`config.mk`:
```
export PLATFORM = sky130hd
export DESIGN_NAME = jsu_top
export DESIGN_NICKNAME = d
export VERILOG_FILES = /design/src/inc/jsu_pkg.sv /design/src/jsu_sync.sv /design/src/jsu_top.sv
export VERILOG_INCLUDE_DIRS = /design/src /design/src/inc
export SDC_FILE = /design/constraint.sdc
export NUM_CORES = 1
export LEC_CHECK = 0
export BUFFER_PORTS_ARGS = -buffer_cell sky130_fd_sc_hd__buf_2
export CAP_MARGIN = 20
export CORE_AREA = 2 2 186 188
export CTS_BUF_LIST = sky130_fd_sc_hd__clkbuf_4
export DETAILED_ROUTE_END_ITERATION = 10
export DIE_AREA = 0 0 188 190
export GPL_ROUTABILITY_DRIVEN = 1
export PLACE_DENSITY = 0.66
export REMOVE_ABC_BUFFERS = 1
export SYNTH_ARGS = -nofsm -noshare
export SYNTH_HDL_FRONTEND = slang
export SYNTH_SLANG_ARGS = --single-unit
```
`constraint.sdc`:
```
create_clock -name clock -period 9.3 [get_ports clock]
set_clock_uncertainty 0.1 [all_clocks]
set_input_delay 1.395 -clock clock [delete_from_list [all_inputs] [get_ports clock]]
set_output_delay 1.395 -clock clock [all_outputs]
set_load 0.01 [all_outputs]
```
`src/inc/jsu_defines.svh`:
```
// constants for the jtag security unlock and debug rom block
`ifndef JSU_DEFINES_SVH
`define JSU_DEFINES_SVH

`define JSU_CODE_W        128
// factory visible code, tie-offs and reference; values are arbitrary
`define JSU_FACTORY_CODE  128'hffff_ffff_ffff_ffff_ffff_ffff_ffff_ffff
`define JSU_TIE_OFF       128'h5a3c_96e1_0f78_c3a5_1e2d_4b87_f069_d2b4
`define JSU_REFERENCE     (`JSU_FACTORY_CODE ^ `JSU_TIE_OFF)

// instruction register
`define JSU_IR_CAPTURE    4'h1
`define JSU_IR_BSCAN      4'h0
`define JSU_IR_IDCODE     4'h1
`define JSU_IR_ROUTER_ID  4'h2
`define JSU_IR_ROUTE      4'h7
`define JSU_IR_UNLOCK     4'hb
`define JSU_IR_BYPASS     4'hf

// top bit index of each data register
`define JSU_MSB_BYPASS    7'h00
`define JSU_MSB_IDCODE    7'h1f
`define JSU_MSB_ROUTE     7'h05
`define JSU_MSB_BSCAN     7'h07
`define JSU_MSB_UNLOCK    7'h7f

// route register layout
`define JSU_N_SEC         4
`define JSU_ROUTE_LEN     6
`define JSU_ROUTE_TEST    4
`define JSU_ROUTE_BSC     5
`define JSU_ROUTE_RESET   6'h00
`define JSU_SEC_SECURE    4'h4
`define JSU_BSC_LEN       8

// debug apb frames
`define JSU_FRAME_MASK    32'hffff_f000
`define JSU_ROM_BASE      32'hffa0_0000
`define JSU_CPU_BASE      32'hffa0_1000
`define JSU_ROM_IDX_CPU   10'h000
`define JSU_ROM_IDX_RSVA  10'h001
`define JSU_ROM_IDX_RSVB  10'h002
`define JSU_ROM_IDX_OVL   10'h003
`define JSU_ROM_IDX_END   10'h004
`define JSU_ROM_VAL_CPU   32'h0000_1003
`define JSU_ROM_VAL_RSVA  32'h0000_2002
`define JSU_ROM_VAL_RSVB  32'h0000_3002
`define JSU_ROM_VAL_OVL   32'h0000_4003
`define JSU_ROM_VAL_END   32'h0000_0000

`endif

```
`src/inc/jsu_pkg.sv`:
```
// types for the jtag security unlock and debug rom block
`include "jsu_defines.svh"
package jsu_pkg;
    typedef enum logic [3:0] {
        tap_reset, tap_idle, tap_sel_dr, tap_cap_dr, tap_sh_dr,
        tap_ex1_dr, tap_pa_dr, tap_ex2_dr, tap_upd_dr, tap_sel_ir,
        tap_cap_ir, tap_sh_ir, tap_ex1_ir, tap_pa_ir, tap_ex2_ir,
        tap_upd_ir
    } jsu_tap_type;

    typedef struct packed {
        logic        psel;
        logic        penable;
        logic        pwrite;
        logic [31:0] paddr;
        logic [31:0] pwdata;
    } jsu_apb_req_type;

    typedef struct packed {
        logic [31:0] prdata;
        logic        pready;
        logic        pslverr;
    } jsu_apb_rsp_type;

    typedef struct packed {
        jsu_tap_type                tap;
        logic [3:0]                 ir_shift;
        logic [3:0]                 ir;
        logic [`JSU_CODE_W-1:0]     dr;
        logic [`JSU_ROUTE_LEN-1:0]  route;
        logic [`JSU_BSC_LEN-1:0]    bsc_out;
        logic                       tck_prev;
        logic                       tdo;
        logic                       tdo_oe;
        logic                       grant;
        logic [`JSU_N_SEC-1:0]      sec_en;
        logic                       test_en;
        logic                       bscan_en;
        jsu_apb_rsp_type            rsp;
        logic                       rom_sel;
        logic                       cpu_sel;
    } jsu_state_type;
endpackage

```
`src/jsu_sync.sv`:
```
// two-stage synchroniser for a group of pin inputs
`timescale 1ns/10ps
module jsu_sync #(
    parameter int WIDTH = 1
) (
    // clock and reset
    input  wire logic             clock,
    input  wire logic             rst_n,
    // levels
    input  wire logic [WIDTH-1:0] async_in,
    output logic      [WIDTH-1:0] sync_out
);
    typedef struct packed {
        logic [WIDTH-1:0] first;
        logic [WIDTH-1:0] second;
    } jsu_sync_state_type;

    jsu_sync_state_type s_reg;
    jsu_sync_state_type s_next;

    always_comb begin
        s_next.first  = async_in;
        s_next.second = s_reg.first;
    end

    always_ff @(posedge clock or negedge rst_n) begin
        if (!rst_n) begin
            s_reg <= '0;
        end else begin
            s_reg <= s_next;
        end
    end

    assign sync_out = s_reg.second;
endmodule // jsu_sync

```
`src/jsu_top.sv`:
```
// jtag security unlock, tap route gating and debug rom frames
// Functional notes
// RULE1 - xor otp code with scan register, tie-offs
// RULE2 - full 128-bit match against reference grants unlock
// RULE3 - factory code unlocks with empty scan register
// RULE4 - programmer secures by clearing a code bit
// RULE5 - all-zero visible code stays locked forever
// RULE6 - instruction 0b1011 selects unlock scan register
// RULE7 - debugger scans xor restoring factory code
// RULE8 - unlock register cleared only by power-on
// RULE9 - secured: only security chain via tap two
// RULE10 - secured: other, test, boundary taps blocked
// RULE11 - two 4KB frames, unimplemented reads zero
// RULE12 - rom words point to debug components
// RULE13 - jtag id equals router id register
// RULE14 - boundary data shifts tdi to tdo
// RULE15 - grant follows unlock update at once
`timescale 1ns/10ps
module jsu_top
    import jsu_pkg::*;
#(
    parameter logic [31:0] ID_CODE = 32'h0000_1001 // arbitrary value
) (
    // clock and resets
    input  wire logic                     clock,
    input  wire logic                     rst_n,
    input  wire logic                     power_on_reset_n,
    // jtag pins
    input  wire logic                     tck,
    input  wire logic                     tms,
    input  wire logic                     tdi,
    output logic                          tdo,
    output logic                          tdo_oe,
    // one-time-programmable visible code
    input  wire logic [`JSU_CODE_W-1:0]   visible_unlock_code,
    // tap router gating
    output logic                          unlock_grant,
    output logic [`JSU_N_SEC-1:0]         sec_tap_enable,
    output logic                          test_tap_enable,
    output logic                          bscan_enable,
    // boundary cells
    input  wire logic [`JSU_BSC_LEN-1:0]  bsc_pin_in,
    output logic      [`JSU_BSC_LEN-1:0]  bsc_pin_out,
    // debug apb
    input  wire jsu_apb_req_type          apb_req,
    output jsu_apb_rsp_type               apb_rsp,
    output logic                          debug_rom_frame_select,
    output logic                          cpu_debug_frame_select
);
    localparam jsu_state_type S_INIT = '{tap: tap_reset,
        ir: `JSU_IR_IDCODE, route: `JSU_ROUTE_RESET, default: '0};

    ////////////////////////////////////////////////////////////////////
    // reset release
    logic       rst_any_n;
    logic [1:0] rst_pipe;
    logic [1:0] por_pipe;
    logic       rst_q;
    logic       por_q;

    assign rst_any_n = rst_n & power_on_reset_n;

    always_ff @(posedge clock or negedge rst_any_n) begin
        if (!rst_any_n) begin
            rst_pipe <= 2'h0;
        end else begin
            rst_pipe <= {rst_pipe[0], 1'b1};
        end
    end

    always_ff @(posedge clock or negedge power_on_reset_n) begin
        if (!power_on_reset_n) begin
            por_pipe <= 2'h0;
        end else begin
            por_pipe <= {por_pipe[0], 1'b1};
        end
    end

    assign rst_q = rst_pipe[1];
    assign por_q = por_pipe[1];

    ////////////////////////////////////////////////////////////////////
    // pin synchronisers
    logic [`JSU_BSC_LEN+2:0] pins_q;
    logic                    tck_q;
    logic                    tms_q;
    logic                    tdi_q;
    logic [`JSU_BSC_LEN-1:0] bsc_q;

    jsu_sync #(.WIDTH(`JSU_BSC_LEN + 3)) u_sync (
        .clock    (clock),
        .rst_n    (rst_q),
        .async_in ({bsc_pin_in, tdi, tms, tck}),
        .sync_out (pins_q)
    );

    assign tck_q = pins_q[0];
    assign tms_q = pins_q[1];
    assign tdi_q = pins_q[2];
    assign bsc_q = pins_q[`JSU_BSC_LEN+2:3];

    ////////////////////////////////////////////////////////////////////
    // state
    jsu_state_type          s_reg;
    jsu_state_type          s_next;
    logic [`JSU_CODE_W-1:0] unlock_reg;
    logic [`JSU_CODE_W-1:0] unlock_next;
    logic [`JSU_CODE_W-1:0] combined;
    logic                   match;
    logic                   tck_rise;
    logic                   tck_fall;
    logic [3:0]             eff_ir;
    logic [6:0]             msb;
    logic                   setup;
    logic                   rom_hit;
    logic                   cpu_hit;

    function automatic jsu_tap_type tap_step(input jsu_tap_type t,
                                             input logic m);
        case (t)
            tap_reset:  tap_step = m ? tap_reset  : tap_idle;
            tap_idle:   tap_step = m ? tap_sel_dr : tap_idle;
            tap_sel_dr: tap_step = m ? tap_sel_ir : tap_cap_dr;
            tap_cap_dr: tap_step = m ? tap_ex1_dr : tap_sh_dr;
            tap_sh_dr:  tap_step = m ? tap_ex1_dr : tap_sh_dr;
            tap_ex1_dr: tap_step = m ? tap_upd_dr : tap_pa_dr;
            tap_pa_dr:  tap_step = m ? tap_ex2_dr : tap_pa_dr;
            tap_ex2_dr: tap_step = m ? tap_upd_dr : tap_sh_dr;
            tap_upd_dr: tap_step = m ? tap_sel_dr : tap_idle;
            tap_sel_ir: tap_step = m ? tap_reset  : tap_cap_ir;
            tap_cap_ir: tap_step = m ? tap_ex1_ir : tap_sh_ir;
            tap_sh_ir:  tap_step = m ? tap_ex1_ir : tap_sh_ir;
            tap_ex1_ir: tap_step = m ? tap_upd_ir : tap_pa_ir;
            tap_pa_ir:  tap_step = m ? tap_ex2_ir : tap_pa_ir;
            tap_ex2_ir: tap_step = m ? tap_upd_ir : tap_sh_ir;
            tap_upd_ir: tap_step = m ? tap_sel_dr : tap_idle;
            default:    tap_step = tap_reset;
        endcase
    endfunction

    always_comb begin
        s_next      = s_reg;
        unlock_next = unlock_reg;
        tck_rise    = tck_q & ~s_reg.tck_prev;
        tck_fall    = ~tck_q & s_reg.tck_prev;
        s_next.tck_prev = tck_q;
        // a locked part sees every instruction but unlock as bypass
        if (s_reg.grant) begin
            eff_ir = s_reg.ir;
        end else if (s_reg.ir == `JSU_IR_UNLOCK) begin
            eff_ir = `JSU_IR_UNLOCK; // RULE9
        end else begin
            eff_ir = `JSU_IR_BYPASS; // RULE10
        end
        case (eff_ir)
            `JSU_IR_IDCODE:    msb = `JSU_MSB_IDCODE;
            `JSU_IR_ROUTER_ID: msb = `JSU_MSB_IDCODE;
            `JSU_IR_ROUTE:     msb = `JSU_MSB_ROUTE;
            `JSU_IR_BSCAN:     msb = `JSU_MSB_BSCAN;
            `JSU_IR_UNLOCK:    msb = `JSU_MSB_UNLOCK; // RULE6
            default:           msb = `JSU_MSB_BYPASS;
        endcase

        if (tck_rise) begin
            s_next.tap = tap_step(s_reg.tap, tms_q);
            case (s_reg.tap)
                tap_reset: s_next.ir = `JSU_IR_IDCODE;
                tap_cap_ir: s_next.ir_shift = `JSU_IR_CAPTURE;
                tap_sh_ir: s_next.ir_shift = {tdi_q, s_reg.ir_shift[3:1]};
                tap_upd_ir: s_next.ir = s_reg.ir_shift;
                tap_cap_dr: begin
                    s_next.dr = '0;
                    case (eff_ir)
                        `JSU_IR_IDCODE, `JSU_IR_ROUTER_ID:
                            s_next.dr[31:0] = ID_CODE; // RULE13
                        `JSU_IR_ROUTE:
                            s_next.dr[`JSU_ROUTE_LEN-1:0] = s_reg.route;
                        `JSU_IR_BSCAN:
                            s_next.dr[`JSU_BSC_LEN-1:0] = bsc_q; // RULE14
                        default: ;
                    endcase
                end
                tap_sh_dr: begin
                    // tdi enters at the top bit of the selected register
                    s_next.dr      = s_reg.dr >> 1; // RULE14
                    s_next.dr[msb] = tdi_q; // RULE14
                end
                tap_upd_dr: begin
                    case (eff_ir)
                        `JSU_IR_ROUTE:
                            s_next.route = s_reg.dr[`JSU_ROUTE_LEN-1:0];
                        `JSU_IR_BSCAN:
                            s_next.bsc_out = s_reg.dr[`JSU_BSC_LEN-1:0];
                        `JSU_IR_UNLOCK: unlock_next = s_reg.dr; // RULE6 RULE7
                        default: ;
                    endcase
                end
                default: ;
            endcase
        end

        if (tck_fall) begin
            s_next.tdo_oe = (s_reg.tap == tap_sh_dr)
                          | (s_reg.tap == tap_sh_ir);
            if (s_reg.tap == tap_sh_ir) begin
                s_next.tdo = s_reg.ir_shift[0];
            end else if (s_reg.tap == tap_sh_dr) begin
                s_next.tdo = s_reg.dr[0]; // RULE14
            end
        end

        // compare on the value being written so the grant is not late
        combined = (visible_unlock_code ^ unlock_next) ^ `JSU_TIE_OFF; // RULE1 RULE15
        match = (combined == `JSU_REFERENCE) // RULE2 RULE3
              & (visible_unlock_code != '0); // RULE5
        s_next.grant = match;
        if (match) begin
            s_next.sec_en   = s_next.route[`JSU_N_SEC-1:0];
            s_next.test_en  = s_next.route[`JSU_ROUTE_TEST];
            s_next.bscan_en = s_next.route[`JSU_ROUTE_BSC];
        end else begin
            s_next.sec_en   = `JSU_SEC_SECURE; // RULE9
            s_next.test_en  = 1'b0; // RULE10
            s_next.bscan_en = 1'b0; // RULE10
        end

        // apb: answer in the access phase, no wait states
        setup   = apb_req.psel & ~apb_req.penable;
        rom_hit = (apb_req.paddr & `JSU_FRAME_MASK) == `JSU_ROM_BASE; // RULE11
        cpu_hit = (apb_req.paddr & `JSU_FRAME_MASK) == `JSU_CPU_BASE; // RULE11
        s_next.rsp = '0;
        if (setup) begin
            s_next.rsp.pready  = 1'b1;
            s_next.rsp.pslverr = ~(rom_hit | cpu_hit);
            s_next.rom_sel     = rom_hit;
            s_next.cpu_sel     = cpu_hit;
            // writes anywhere in the frames are dropped
            if (rom_hit & ~apb_req.pwrite) begin
                case (apb_req.paddr[11:2])
                    `JSU_ROM_IDX_CPU:  s_next.rsp.prdata = `JSU_ROM_VAL_CPU; // RULE12
                    `JSU_ROM_IDX_RSVA: s_next.rsp.prdata = `JSU_ROM_VAL_RSVA; // RULE12
                    `JSU_ROM_IDX_RSVB: s_next.rsp.prdata = `JSU_ROM_VAL_RSVB; // RULE12
                    `JSU_ROM_IDX_OVL:  s_next.rsp.prdata = `JSU_ROM_VAL_OVL; // RULE12
                    `JSU_ROM_IDX_END:  s_next.rsp.prdata = `JSU_ROM_VAL_END; // RULE12
                    default:           s_next.rsp.prdata = 32'h0000_0000; // RULE11
                endcase
            end
        end else if (s_reg.rsp.pready) begin
            s_next.rom_sel = 1'b0;
            s_next.cpu_sel = 1'b0;
        end
    end

    always_ff @(posedge clock or negedge rst_q) begin
        if (!rst_q) begin
            s_reg <= S_INIT;
        end else begin
            s_reg <= s_next;
        end
    end

    // only power-on clears the scan code, so a warm reset keeps unlock
    always_ff @(posedge clock or negedge por_q) begin
        if (!por_q) begin
            unlock_reg <= '0; // RULE8
        end else begin
            unlock_reg <= unlock_next;
        end
    end

    assign tdo                    = s_reg.tdo;
    assign tdo_oe                 = s_reg.tdo_oe;
    assign unlock_grant           = s_reg.grant;
    assign sec_tap_enable         = s_reg.sec_en;
    assign test_tap_enable        = s_reg.test_en;
    assign bscan_enable           = s_reg.bscan_en;
    assign bsc_pin_out            = s_reg.bsc_out;
    assign apb_rsp                = s_reg.rsp;
    assign debug_rom_frame_select = s_reg.rom_sel;
    assign cpu_debug_frame_select = s_reg.cpu_sel;
endmodule // jsu_top

```
---- Yosys cells after proc, flatten, opt, wreduce, memory -nomap -nowiden ----
Index checks and enable logic that the tools add are counted.
word-level totals
  input bits .............................. 209
  logic and storage cells ................. 125
  bits in registers ....................... 354
operators by class
  equality and inequality tests ........... 26
  $lt $le $gt $ge ......................... 2
  multiplexer cells ....................... 40
  bitwise operators ....................... 15
  reductions and logical operators ........ 19
operator list
  operator                  count
  $mux W128                 3
  $pmux W128 S2             1
  $bwmux W128               1
  $eq A128 B128 Y1 const B  1
  $reduce_bool A128 Y1      1
  $xor A128 B128 Y128       1
  $not A64 Y64              1
  $pmux W15 S4              1
  $pmux W4 S12              1
  $eq A20 B20 Y1 const B    2
  $eq A4 B4 Y1 const B      10
  $mux W34                  1
  $mux W14                  2
  $pmux W7 S4               1
  $eq A10 B2 Y1 const B     2
  $eq A4 B3 Y1 const B      5
  $mux W4                   5
  $pmux W6 S3               1
  $pmux W4 S2               2
  $mux W15                  1
  $eq A4 B2 Y1 const B      3
  $mux W2                   6
  $mux W6                   2
  $eq A10 B1 Y1 const B     1
  19 further kinds          47

---- Depth between registers and ports, before layout ----
Gate-level depths: netlist (run 1).
  word-level depth ........................ 12
  gate-level depth with buffers ........... 13
  mapped depth without buffers ............ 8

---- Modules after synthesis ----
A second synthesis (run 1) with hierarchy kept.
unflattened totals
  cells, all modules ...................... 1409
  area total of the unflattened synthesis .. 14875.5 µm²
by module, submodules not included
  module    area an instance (µm²)  instances  cells an instance
  jsu_top   14325.0                 1          1387
  jsu_sync  550.5                   1          22

---- Worst setup path after synthesis (run 1) ----
Ideal clock, no wire load.
  path type ............................... input port to flip-flop
  from .................................... in visible_unlock_code[17]
  to ...................................... reg s_reg (netlist bit sec_tap_enable[2])
  path buffers ............................ 0
  library setup time ...................... 0.131 ns
  setup slack ............................. 5.771 ns
  data arrival time ....................... 3.298 ns
  data required time ...................... 9.069 ns
  stages .................................. 8
  cells stage by stage .................... o22ai_1 > a2111oi_0 > nand3_1 > a221oi_1 > o211ai_1 > nor4_1 > nand3b_1 > or3_1
RTL lines
  item                  RTL line        RTL
  from (decl)           jsu_top.sv:35   input wire logic [`JSU_CODE_W-1:0] visible_unlock_code,
  to (signal assigned)  jsu_top.sv:258  s_reg <= s_next;
  to (decl)             jsu_top.sv:104  jsu_state_type s_reg;

==> flow_summary.html, run 1 <==
<table>
<tr><th>Metric</th><th>Value</th></tr>
<tr><th colspan="2">Placed design</th></tr>
<tr><td>Detailed Place HPWL</td><td>40900 um</td></tr>
<tr><td>Global placer's final weighted congestion</td><td>1.04</td></tr>
<tr><td>IO buf count</td><td>200</td></tr>
<tr><td>Cell total after placement</td><td>1992</td></tr>
<tr><th colspan="2">Clock tree</th></tr>
<tr><td>Clock tree from TritonCTS</td><td>yes</td></tr>
<tr><td>Cts-stage hold buffer count</td><td>0</td></tr>
<tr><td>Count of instances resized after the clock tree is built</td><td>0</td></tr>
<tr><td>Maximum clock insertion buffer count</td><td>3</td></tr>
<tr><td>Clock latency on the worst-skew pair</td><td>0.76 ns</td></tr>
<tr><td>Number of setup buffers added after CTS</td><td>0</td></tr>
<tr><td>Root buffer cell</td><td>sky130_fd_sc_hd__clkbuf_4</td></tr>
<tr><td>Number of buffers created by CTS</td><td>88</td></tr>
<tr><td>Clk pin slew, worst setup/hold paths</td><td>0.07 ns</td></tr>
<tr><td>H-tree levels</td><td>3</td></tr>
<tr><td>Sink count of the clock tree</td><td>327</td></tr>
<tr><th colspan="2">Critical path</th></tr>
<tr><td>Crit path launch type</td><td>register</td></tr>
<tr><td>Nature of the critical path endpoint</td><td>register</td></tr>
<tr><td>Cells traversed along the worst timing path</td><td>nor4b_4 -&gt; nand3_4 -&gt; buf_4 -&gt; mux2_2 -&gt; a22o_1 -&gt; or4_1 -&gt; nor4_2 -&gt; nand4_2 -&gt; or3_1</td></tr>
<tr><td>Critical-path top delay cell</td><td>sky130_fd_sc_hd__nor4b_4</td></tr>
<tr><td>Arrival @ worst endpoint</td><td>5.56 ns</td></tr>
<tr><td>Top delay family on crit path</td><td>simple AND/OR/NAND/NOR gates</td></tr>
<tr><td>Data required time at the worst endpoint</td><td>9.79 ns</td></tr>
<tr><td>Critical path start-end classification</td><td>reg2reg</td></tr>
<tr><td>Largest fanout on the critical path</td><td>46</td></tr>
<tr><td>WP buf/inv</td><td>1</td></tr>
<tr><td>Largest stage delay on the critical path</td><td>0.83 ns</td></tr>
<tr><th colspan="2">Run</th></tr>
<tr><td>Max-cap violation count</td><td>0</td></tr>
<tr><th colspan="2">Detailed routing</th></tr>
<tr><td>Total wire length after detailed routing</td><td>56100 um</td></tr>
<tr><td>Number of nets still failing antenna checks after routing</td><td>0</td></tr>
<tr><td>DRC violations left</td><td>0</td></tr>
<tr><td>Vias per cell</td><td>6.17</td></tr>
<tr><td>Via count of the routed design</td><td>13200</td></tr>
<tr><td>DRC violation total after the first TritonRoute iteration</td><td>1499</td></tr>
<tr><td>First-pass detailed-route iteration total</td><td>5</td></tr>
<tr><td>Post-detailed-route wirelength per cell</td><td>26.2 um</td></tr>
<tr><th colspan="2">GRT</th></tr>
<tr><td>Number of global-route vias before repair</td><td>12800</td></tr>
<tr><td>Initial antenna violation count</td><td>7</td></tr>
<tr><td>Largest net degree at the start of global routing</td><td>156</td></tr>
<tr><td>First-pass GRT wire length</td><td>82600 um</td></tr>
<tr><td>Total track usage</td><td>0.315</td></tr>
<tr><td>GRT overflow</td><td>0</td></tr>
<tr><th colspan="2">Synthesis</th></tr>
<tr><td>Biggest area contributors in the synthesized netlist</td><td>sky130_fd_sc_hd__dfrtp_1 (54%), sky130_fd_sc_hd__a22o_1 (7.5%), sky130_fd_sc_hd__nand2_1 (6.7%), sky130_fd_sc_hd__mux2_2 (4.5%), sky130_fd_sc_hd__buf_4 (2.3%)</td></tr>
<tr><td>Top cells by count, synth</td><td>sky130_fd_sc_hd__dfrtp_1 (326), sky130_fd_sc_hd__nand2_1 (269), sky130_fd_sc_hd__a22o_1 (128), sky130_fd_sc_hd__mux2_2 (60), sky130_fd_sc_hd__nor2_1 (60)</td></tr>
<tr><td>Mean post-synth cell area</td><td>10.7 um^2</td></tr>
<tr><td>Share of the synthesized area in the top cell type</td><td>0.542</td></tr>
<tr><td>Number of synthesis warnings</td><td>0</td></tr>
<tr><td>Seq/Total Area, Yosys</td><td>0.544</td></tr>
<tr><td>Primary FF master, synth</td><td>sky130_fd_sc_hd__dfrtp_1</td></tr>
<tr><td>Fraction of registers with async set or reset after synthesis</td><td>1.00</td></tr>
<tr><td>Flop and latch count out of synthesis</td><td>327</td></tr>
<tr><td>Syn Std Cell Area</td><td>15000 um^2</td></tr>
<tr><td>Count of distinct cell types in the synthesized netlist</td><td>68</td></tr>
<tr><td>Post-synthesis cell type with the largest combined area</td><td>sky130_fd_sc_hd__dfrtp_1</td></tr>
<tr><td>Number of enable flip-flop cells after synthesis</td><td>0</td></tr>
<tr><td>Top-count cell post-synth</td><td>sky130_fd_sc_hd__dfrtp_1</td></tr>
<tr><td>Cell count after synthesis</td><td>1410</td></tr>
<tr><th colspan="2">STA</th></tr>
<tr><td>Worst rel slew slack</td><td>0.304</td></tr>
<tr><td>Min Tclk post-route</td><td>5.07 ns</td></tr>
<tr><td>Final worst-path cycle share</td><td>0.545</td></tr>
<tr><td>Worst slack on hold paths</td><td>0.216 ns</td></tr>
<tr><td>Hold Vio Cnt, Final</td><td>0</td></tr>
<tr><td>Final setup violation count</td><td>0</td></tr>
<tr><td>Maximum achievable frequency</td><td>0.197 GHz</td></tr>
<tr><td>Max Transition Viols Final</td><td>0</td></tr>
<tr><td>Final-layout setup total negative slack</td><td>0 ns</td></tr>
<tr><td>Tightest Pin Transition</td><td>1.02 ns</td></tr>
<tr><td>Unrepaired setup endpoints after global routing</td><td>false</td></tr>
<tr><th colspan="2">Power and ir drop</th></tr>
<tr><td>Power density relative to cell area</td><td>187 nW/um^2</td></tr>
<tr><td>Leakage component of the power</td><td>8.42 nW</td></tr>
<tr><td>Total design power</td><td>3.25 mW</td></tr>
<tr><td>Largest vdd supply drop</td><td>0.110 mV</td></tr>
<tr><th colspan="2">Floorplan</th></tr>
<tr><td>Floorplan die area</td><td>35700 um^2</td></tr>
<tr><td>Die W</td><td>188 um</td></tr>
<tr><td>Floorplan row count</td><td>68</td></tr>
<tr><td>Area of the core region</td><td>33900 um^2</td></tr>
<tr><td>Starting Density</td><td>0.443</td></tr>
<tr><td>IO Pins</td><td>262</td></tr>
<tr><td>Die height</td><td>190 um</td></tr>
<tr><th colspan="2">Cells and area</th></tr>
<tr><td>Fill cell total of the finished layout</td><td>3141</td></tr>
<tr><td>Finished Core Util</td><td>0.511</td></tr>
<tr><td>Max reg flops</td><td>147</td></tr>
<tr><td>Share of cells above drive strength 1</td><td>0.249</td></tr>
<tr><td>Layout Cells excl Fill</td><td>2145</td></tr>
<tr><td>Area Overhead vs Synth</td><td>15.2%</td></tr>
<tr><td>Number of nets in the finished design</td><td>1836</td></tr>
<tr><th colspan="2">Min path</th></tr>
<tr><td>HP Class</td><td>reg2async</td></tr>
<tr><th colspan="2">Run status</th></tr>
<tr><td>Status</td><td>completed</td></tr>
</table>
## logic make-up after synthesis
kind of cell,share of synthesized area
AND/OR/NAND/NOR,0.143
XOR/XNOR,0.0221
buffers and inverters,0.0441
multiplexers,0.0494
flip-flops,0.544
other,0.000499
AO/OA/AOI/OAI,0.197
## power by group
group / total (mW) / internal [mW] / switching (mW) / leakage, nW
combinational: 0.390 / 0.126 / 0.264 / 3.29
clock: 1.28 / 0.667 / 0.615 / 0.649
sequential: 1.57 / 1.47 / 0.105 / 4.48
## area by class of cell
cell class | instances | area, um^2 | share of cell area
flip-flops and latches | 327 | 8190 | 0.473
repair buffers | 216 | 1150 | 0.0661
inverters | 5 | 18.8 | 0.00108
well taps | 455 | 569 | 0.0328
clock buffers | 124 | 931 | 0.0537
clock inverters | 27 | 160 | 0.00924
multi-input cells | 989 | 6310 | 0.364
diodes | 2 | 5.00 | 0.000289
## path summary, 6_finish.rpt
kind	to	slack (ns)	start	cells after the start
max in group asynchronous	unlock_reg[64]	7.10	por_pipe[1]	2
worst max register to register	sec_tap_enable[2]	4.23	s_reg[196]	9
min in group clock	por_pipe[1]	0.24	por_pipe[0]	0
worst min register to register	s_reg[140]	0.22	rst_pipe[1]	0
worst min-delay path	s_reg[140]	0.22	rst_pipe[1]	0
worst max-delay path	sec_tap_enable[2]	4.23	s_reg[196]	9
## stage by stage
stage | setup WS [ns] | cell area, um^2
floorplan | 1.53 | 14500
global placement | 4.36 | 16200
detailed placement | 4.31 | 16200
CTS | 4.29 | 17300
global route | 4.02 | 17300
finish | 4.23 | 17300
## worst register-to-register path, delay by kind of cell (launching register included)
kind / cells / cell delay (ns)
muxes: 1 / 0.40
DFF: 1 / 0.63
and+or+nand+nor: 6 / 3.08
AOI/OAI and AO/OA: 1 / 0.23
buffers and inverters: 1 / 0.52
## layer usage
metal  GRT usage  routed length (um)
met1       0.426               22800
met5           0                  64
met2       0.480               25000
met4       0.151                2710
met3      0.0738                5560
## layout by cell type, fill, tap and decap left out, types with 32 or more instances in the layout
cell / count
sky130_fd_sc_hd__dfrtp_1: 324
sky130_fd_sc_hd__a22o_1: 128
sky130_fd_sc_hd__nor4_1: 50
sky130_fd_sc_hd__nor2_1: 60
sky130_fd_sc_hd__o22ai_1: 39
sky130_fd_sc_hd__nand2_1: 269
sky130_fd_sc_hd__o21ai_0: 32
sky130_fd_sc_hd__buf_2: 200
sky130_fd_sc_hd__clkbuf_4: 124
sky130_fd_sc_hd__mux2_2: 60
Power figures use the tool's default switching activity.
==> run 2: changes to the inputs <==
- PLACE_DENSITY: 0.66 -> 0.69
- clock period: 9.3 -> 4.55 ns (I/O delays scaled with it)
==> flow_summary.html, run 2 (synthesis results as in run 1) <==
<table>
<tr><th>Metric</th><th>Value</th></tr>
<tr><th colspan="2">Run status</th></tr>
<tr><td>Status</td><td>completed</td></tr>
<tr><th colspan="2">Placed design</th></tr>
<tr><td>Global placer's final weighted congestion</td><td>1.05</td></tr>
<tr><td>Detailed Place HPWL</td><td>41700 um</td></tr>
<tr><td>IO buf count</td><td>200</td></tr>
<tr><td>Pre-CTS setup slack</td><td>0.438 ns</td></tr>
<tr><th colspan="2">Clock tree</th></tr>
<tr><td>Sink count of the clock tree</td><td>327</td></tr>
<tr><td>Clk pin slew, worst setup/hold paths</td><td>0.06 ns</td></tr>
<tr><td>Root buffer cell</td><td>sky130_fd_sc_hd__clkbuf_4</td></tr>
<tr><td>Number of setup buffers added after CTS</td><td>0</td></tr>
<tr><td>Clock tree from TritonCTS</td><td>yes</td></tr>
<tr><td>Clock latency on the worst-skew pair</td><td>0.78 ns</td></tr>
<tr><td>Number of buffers created by CTS</td><td>86</td></tr>
<tr><td>Maximum clock insertion buffer count</td><td>3</td></tr>
<tr><td>H-tree levels</td><td>3</td></tr>
<tr><th colspan="2">Cells and area</th></tr>
<tr><td>Number of nets in the finished design</td><td>1866</td></tr>
<tr><td>Area Overhead vs Synth</td><td>17.0%</td></tr>
<tr><td>Most used cells in the layout excluding fill and tap cells</td><td>sky130_fd_sc_hd__dfrtp_1 (324), sky130_fd_sc_hd__nand2_1 (269), sky130_fd_sc_hd__buf_2 (200)</td></tr>
<tr><td>Most common library cell in the layout ignoring fill and taps</td><td>sky130_fd_sc_hd__dfrtp_1</td></tr>
<tr><td>Share of cells above drive strength 1</td><td>0.253</td></tr>
<tr><td>Max reg flops</td><td>147</td></tr>
<tr><th colspan="2">Critical path</th></tr>
<tr><td>Crit path launch type</td><td>register</td></tr>
<tr><td>Worst R2R Start</td><td>s_reg[196]</td></tr>
<tr><td>Arrival @ worst endpoint</td><td>4.64 ns</td></tr>
<tr><td>Crit path from</td><td>s_reg[196]</td></tr>
<tr><td>Critical path start-end classification</td><td>reg2reg</td></tr>
<tr><td>Nature of the critical path endpoint</td><td>register</td></tr>
<tr><td>Data required time at the worst endpoint</td><td>5.05 ns</td></tr>
<tr><td>Largest fanout on the critical path</td><td>22</td></tr>
<tr><th colspan="2">Detailed routing</th></tr>
<tr><td>Via count of the routed design</td><td>13400</td></tr>
<tr><td>DRC violation total after the first TritonRoute iteration</td><td>1637</td></tr>
<tr><td>Post-detailed-route wirelength per cell</td><td>26.6 um</td></tr>
<tr><td>Vias per cell</td><td>6.18</td></tr>
<tr><td>Number of nets still failing antenna checks after routing</td><td>0</td></tr>
<tr><td>Total wire length after detailed routing</td><td>57800 um</td></tr>
<tr><td>DRC violations left</td><td>0</td></tr>
<tr><td>First-pass detailed-route iteration total</td><td>8</td></tr>
<tr><th colspan="2">STA</th></tr>
<tr><td>Maximum achievable frequency</td><td>0.242 GHz</td></tr>
<tr><td>Worst path setup slack after routing</td><td>0.410 ns</td></tr>
<tr><td>Final worst-path cycle share</td><td>0.910</td></tr>
<tr><td>Max Transition Viols Final</td><td>0</td></tr>
<tr><td>Final setup violation count</td><td>0</td></tr>
<tr><td>Hold Vio Cnt, Final</td><td>0</td></tr>
<tr><td>Unrepaired setup endpoints after global routing</td><td>false</td></tr>
<tr><td>Worst rel slew slack</td><td>0.343</td></tr>
<tr><td>Min Tclk post-route</td><td>4.14 ns</td></tr>
<tr><td>Tightest Pin Transition</td><td>0.961 ns</td></tr>
<tr><th colspan="2">GRT</th></tr>
<tr><td>First-pass GRT wire length</td><td>84600 um</td></tr>
<tr><td>Number of global-route vias before repair</td><td>13000</td></tr>
<tr><td>Largest net degree at the start of global routing</td><td>155</td></tr>
<tr><td>Total track usage</td><td>0.324</td></tr>
<tr><td>Initial antenna violation count</td><td>7</td></tr>
<tr><td>GRT overflow</td><td>0</td></tr>
<tr><th colspan="2">Floorplan</th></tr>
<tr><td>Floorplan die area</td><td>35700 um^2</td></tr>
<tr><td>Starting Density</td><td>0.443</td></tr>
<tr><td>Die height</td><td>190 um</td></tr>
<tr><td>Die W</td><td>188 um</td></tr>
<tr><td>IO Pins</td><td>262</td></tr>
<tr><td>Floorplan row count</td><td>68</td></tr>
<tr><td>Area of the core region</td><td>33900 um^2</td></tr>
<tr><th colspan="2">Power and ir drop</th></tr>
<tr><td>Largest vdd supply drop</td><td>0.229 mV</td></tr>
<tr><td>Leakage component of the power</td><td>8.56 nW</td></tr>
<tr><td>Power density relative to cell area</td><td>370 nW/um^2</td></tr>
<tr><td>Total design power</td><td>6.52 mW</td></tr>
<tr><th colspan="2">Min path</th></tr>
<tr><td>HP Class</td><td>in2reg</td></tr>
<tr><td>Worst hold path startpoint</td><td>apb_req[44]</td></tr>
<tr><th colspan="2">Run</th></tr>
<tr><td>Max-cap violation count</td><td>0</td></tr>
</table>
run 2: layer usage:
layer | track usage | up-vias | part of all wire
met5 | 0 | - | 0.00095
met4 | 0.186 | 10 | 0.064
met3 | 0.0887 | 197 | 0.10
met2 | 0.488 | 911 | 0.44
met1 | 0.422 | 6557 | 0.39
li1 | - | 5738 | -
run 2: layout make-up:
cell class                      count  area (um^2)
Timing Repair Buffer              248         1500
Clock buffer                      122          916
Multi-Input combinational cell    989         6310
Sequential cell                   327         8190
Tap cell                          455          569
Inverter                            5         18.8
Antenna cell                        2         5.00
Fill cell                        3103        16300
Clock inverter                     22         85.1
run 2: final timing paths:
| path | to | slack, ns | depth (start not counted) |
|---|---|---|---|
| min in group asynchronous | por_pipe[0] | 0.15 | 2 |
| setup / recovery | sec_tap_enable[2] | 0.41 | 10 |
| hold reg to reg | s_reg[150] | 0.21 | 0 |
| max in group asynchronous | s_reg[87] | 2.84 | 1 |
| setup reg to reg | sec_tap_enable[2] | 0.41 | 10 |
| hold / removal | debug_rom_frame_select | 0.08 | 2 |
run 2: report_power, final:
group / leakage [nW] / internal (mW) / switching [mW]
combinational: 3.47 / 0.298 / 0.632
clock: 0.611 / 1.22 / 1.22
sequential: 4.48 / 3.00 / 0.139
run 2: critical path, cell delays in order (launching register included):
cell	delay, ns
sky130_fd_sc_hd__dfrtp_1	0.38
sky130_fd_sc_hd__or4b_4	0.56
sky130_fd_sc_hd__nor3_4	0.79
sky130_fd_sc_hd__buf_4	0.44
sky130_fd_sc_hd__mux2_2	0.39
sky130_fd_sc_hd__a22oi_1	0.16
sky130_fd_sc_hd__nand4_1	0.12
sky130_fd_sc_hd__nor4_1	0.35
sky130_fd_sc_hd__nand4_1	0.14
sky130_fd_sc_hd__buf_4	0.21
sky130_fd_sc_hd__or3_1	0.37
run 2: metrics by stage:
step           setup TNS (ns)  cell area [um^2]  cells  hold slack, ns   util
2_1_floorplan         -660.88             14500   1321           0.231      -
3_3_place_gp                0             16400   2008         -0.0119  0.484
3_5_place_dp                0             16400   2008         -0.0110  0.484
4_1_cts                     0             17600   2168         0.00603  0.518
5_1_grt                     0             17600   2170          0.0179  0.518
6_report                    0             17600   2170          0.0799  0.518
run 2: timing repair:
action | CTS | global route
hold buffers | 16 | 0
gates resized for setup | 0 | 0
hold endpoints to repair | 18 | 0
==> run 3: changes to the inputs <==
- CTS_BUF_LIST: sky130_fd_sc_hd__clkbuf_4 -> sky130_fd_sc_hd__clkbuf_8
==> flow_summary.html, run 3 (synthesis results as in run 1) <==
<table>
<tr><th>Metric</th><th>Value</th></tr>
<tr><th colspan="2">Detailed routing</th></tr>
<tr><td>DRC violation total after the first TritonRoute iteration</td><td>1797</td></tr>
<tr><td>Vias per cell</td><td>6.25</td></tr>
<tr><td>Post-detailed-route wirelength per cell</td><td>27.1 um</td></tr>
<tr><td>DRC violations left</td><td>0</td></tr>
<tr><td>First-pass detailed-route iteration total</td><td>6</td></tr>
<tr><td>Number of nets still failing antenna checks after routing</td><td>0</td></tr>
<tr><td>Via count of the routed design</td><td>13200</td></tr>
<tr><td>Total wire length after detailed routing</td><td>57200 um</td></tr>
<tr><th colspan="2">Cells and area</th></tr>
<tr><td>Finished Core Util</td><td>0.522</td></tr>
<tr><td>Area of the multi-input gates</td><td>6310 um^2</td></tr>
<tr><td>Share of cells above drive strength 1</td><td>0.239</td></tr>
<tr><td>Flip-flop and latch area</td><td>8190 um^2</td></tr>
<tr><td>Area Overhead vs Synth</td><td>17.8%</td></tr>
<tr><td>Fill cell total of the finished layout</td><td>3047</td></tr>
<tr><td>Number of nets in the finished design</td><td>1822</td></tr>
<tr><td>Most common library cell in the layout ignoring fill and taps</td><td>sky130_fd_sc_hd__dfrtp_1</td></tr>
<tr><td>Max reg flops</td><td>147</td></tr>
<tr><td>Final standard cell area without fillers</td><td>17700 um^2</td></tr>
<tr><td>Most used cells in the layout excluding fill and tap cells</td><td>sky130_fd_sc_hd__dfrtp_1 (324), sky130_fd_sc_hd__nand2_1 (269), sky130_fd_sc_hd__buf_2 (200)</td></tr>
<tr><th colspan="2">STA</th></tr>
<tr><td>Final-layout setup total negative slack</td><td>0 ns</td></tr>
<tr><td>Max Transition Viols Final</td><td>0</td></tr>
<tr><td>Unrepaired setup endpoints after global routing</td><td>false</td></tr>
<tr><td>Worst path setup slack after routing</td><td>0.416 ns</td></tr>
<tr><td>Min Tclk post-route</td><td>4.13 ns</td></tr>
<tr><td>Final setup violation count</td><td>0</td></tr>
<tr><td>Worst rel slew slack</td><td>0.266</td></tr>
<tr><td>Hold Vio Cnt, Final</td><td>0</td></tr>
<tr><td>Maximum achievable frequency</td><td>0.242 GHz</td></tr>
<tr><td>Final worst-path cycle share</td><td>0.909</td></tr>
<tr><td>Tightest Pin Transition</td><td>1.10 ns</td></tr>
<tr><th colspan="2">Floorplan</th></tr>
<tr><td>Floorplan row count</td><td>68</td></tr>
<tr><td>Starting Density</td><td>0.443</td></tr>
<tr><td>IO Pins</td><td>262</td></tr>
<tr><td>Floorplan die area</td><td>35700 um^2</td></tr>
<tr><td>Die height</td><td>190 um</td></tr>
<tr><td>Die W</td><td>188 um</td></tr>
<tr><td>Area of the core region</td><td>33900 um^2</td></tr>
<tr><th colspan="2">Critical path</th></tr>
<tr><td>Largest stage delay on the critical path</td><td>0.80 ns</td></tr>
<tr><td>Nature of the critical path endpoint</td><td>register</td></tr>
<tr><td>Data required time at the worst endpoint</td><td>4.93 ns</td></tr>
<tr><td>Crit path from</td><td>s_reg[196]</td></tr>
<tr><td>Cells traversed along the worst timing path</td><td>or4b_4 -&gt; nor3_4 -&gt; buf_4 -&gt; buf_4 -&gt; nand2_1 -&gt; nand2_1 -&gt; xnor2_1 -&gt; nor4_1 -&gt; buf_4 -&gt; nand4_1 -&gt; buf_4 -&gt; or3_1</td></tr>
<tr><td>Critical path's most frequent cell</td><td>sky130_fd_sc_hd__buf_4</td></tr>
<tr><td>Crit path launch type</td><td>register</td></tr>
<tr><td>Top delay family on crit path</td><td>simple AND/OR/NAND/NOR gates</td></tr>
<tr><td>Worst R2R Start</td><td>s_reg[196]</td></tr>
<tr><td>Largest fanout on the critical path</td><td>22</td></tr>
<tr><td>Arrival @ worst endpoint</td><td>4.52 ns</td></tr>
<tr><td>Critical path start-end classification</td><td>reg2reg</td></tr>
<tr><td>Critical-path top delay cell</td><td>sky130_fd_sc_hd__nor3_4</td></tr>
<tr><td>WP buf/inv</td><td>4</td></tr>
<tr><th colspan="2">Placed design</th></tr>
<tr><td>Detailed Place HPWL</td><td>41700 um</td></tr>
<tr><td>Area after detailed placement</td><td>16400 um^2</td></tr>
<tr><td>Pre-CTS setup slack</td><td>0.438 ns</td></tr>
<tr><td>Global placer's final weighted congestion</td><td>1.05</td></tr>
<tr><td>IO buf count</td><td>200</td></tr>
<tr><th colspan="2">Clock tree</th></tr>
<tr><td>Clock tree from TritonCTS</td><td>yes</td></tr>
<tr><td>Clock latency on the worst-skew pair</td><td>0.63 ns</td></tr>
<tr><td>Clk pin slew, worst setup/hold paths</td><td>0.06 ns</td></tr>
<tr><td>Number of setup buffers added after CTS</td><td>0</td></tr>
<tr><td>Maximum clock insertion buffer count</td><td>3</td></tr>
<tr><td>Sink count of the clock tree</td><td>327</td></tr>
<tr><td>Root buffer cell</td><td>sky130_fd_sc_hd__clkbuf_8</td></tr>
<tr><td>Number of buffers created by CTS</td><td>55</td></tr>
<tr><td>H-tree levels</td><td>2</td></tr>
<tr><th colspan="2">GRT</th></tr>
<tr><td>Number of global-route vias before repair</td><td>12700</td></tr>
<tr><td>First-pass GRT wire length</td><td>83700 um</td></tr>
<tr><td>GRT overflow</td><td>0</td></tr>
<tr><td>Total track usage</td><td>0.318</td></tr>
<tr><td>Initial antenna violation count</td><td>5</td></tr>
<tr><td>Largest net degree at the start of global routing</td><td>155</td></tr>
<tr><th colspan="2">Power and ir drop</th></tr>
<tr><td>Total design power</td><td>7.00 mW</td></tr>
<tr><td>Leakage component of the power</td><td>8.59 nW</td></tr>
<tr><td>Power density relative to cell area</td><td>395 nW/um^2</td></tr>
<tr><td>Clock share of power</td><td>0.418</td></tr>
<tr><td>Comb pwr share</td><td>0.132</td></tr>
<tr><td>Psw</td><td>2.04 mW</td></tr>
<tr><td>Largest vdd supply drop</td><td>0.249 mV</td></tr>
<tr><td>Sequential share of power</td><td>0.449</td></tr>
<tr><td>Cell-internal power</td><td>4.96 mW</td></tr>
<tr><td>Sw Share</td><td>0.291</td></tr>
<tr><th colspan="2">Min path</th></tr>
<tr><td>HP Class</td><td>in2reg</td></tr>
<tr><td>Worst hold path startpoint</td><td>bsc_pin_in[4]</td></tr>
<tr><th colspan="2">Run status</th></tr>
<tr><td>Status</td><td>completed</td></tr>
<tr><th colspan="2">Run</th></tr>
<tr><td>Max-cap violation count</td><td>0</td></tr>
</table>
[run 3: worst reg2reg max path, stage by stage (launching register included)]
cell,delay (ns)
sky130_fd_sc_hd__dfrtp_1,0.38
sky130_fd_sc_hd__or4b_4,0.56
sky130_fd_sc_hd__nor3_4,0.80
sky130_fd_sc_hd__buf_4,0.45
sky130_fd_sc_hd__buf_4,0.24
sky130_fd_sc_hd__nand2_1,0.06
sky130_fd_sc_hd__nand2_1,0.09
sky130_fd_sc_hd__xnor2_1,0.07
sky130_fd_sc_hd__nor4_1,0.44
sky130_fd_sc_hd__buf_4,0.20
sky130_fd_sc_hd__nand4_1,0.10
sky130_fd_sc_hd__buf_4,0.21
sky130_fd_sc_hd__or3_1,0.37
[run 3: path summary, 6_finish.rpt]
check | to | slack (ns) | cells past startpoint
worst max-delay path | sec_tap_enable[2] | 0.42 | 12
worst min-delay path | u_sync.s_next[7] | 0.08 | 1
worst max register to register | sec_tap_enable[2] | 0.42 | 12
worst min register to register | s_reg[137] | 0.23 | 0
max in group asynchronous | s_reg[87] | 2.82 | 1
min in group asynchronous | s_reg[137] | 0.23 | 0
[run 3: what timing repair did]
item,CTS,global route
endpoints found under the hold margin,5,0
hold buffers,3,0
gates resized for setup,0,0
[run 3: stage by stage]
stage / instances / hold WS (ns)
after global placement: 2008 / -0.0119
after detailed placement: 2008 / -0.0110
after floorplan: 1321 / 0.231
final: 2115 / 0.0795
after CTS: 2114 / 0.0576
after global routing: 2115 / 0.0547
[run 3: final cells by class]
type	count	area share
Inverter	5	0.00106
Tap cell	455	0.0321
Timing Repair Buffer	235	0.0774
Clock buffer	73	0.0567
Antenna cell	1	0.000141
Clock inverter	30	0.0137
Sequential cell	327	0.462
Multi-Input combinational cell	989	0.356
[run 3: per-layer routing]
layer,track usage,vias to the layer above,wire length (um)
li1,-,5627,-
met3,0.0736,168,6160
met5,0,-,44
met4,0.173,8,3410
met2,0.481,894,25100
met1,0.427,6521,22500
[run 3: power groups by stage]
| stage | combinational (mW) | sequential [mW] | clock, mW |
|---|---|---|---|
| global route | 1.00 | 3.15 | 3.11 |
| finish | 0.926 | 3.14 | 2.93 |
| global placement | 0.894 | 3.19 | 0 |
| CTS | 0.912 | 3.14 | 2.96 |
| floorplan | 0.395 | 3.22 | 0 |
| detailed placement | 0.903 | 3.19 | 0 |
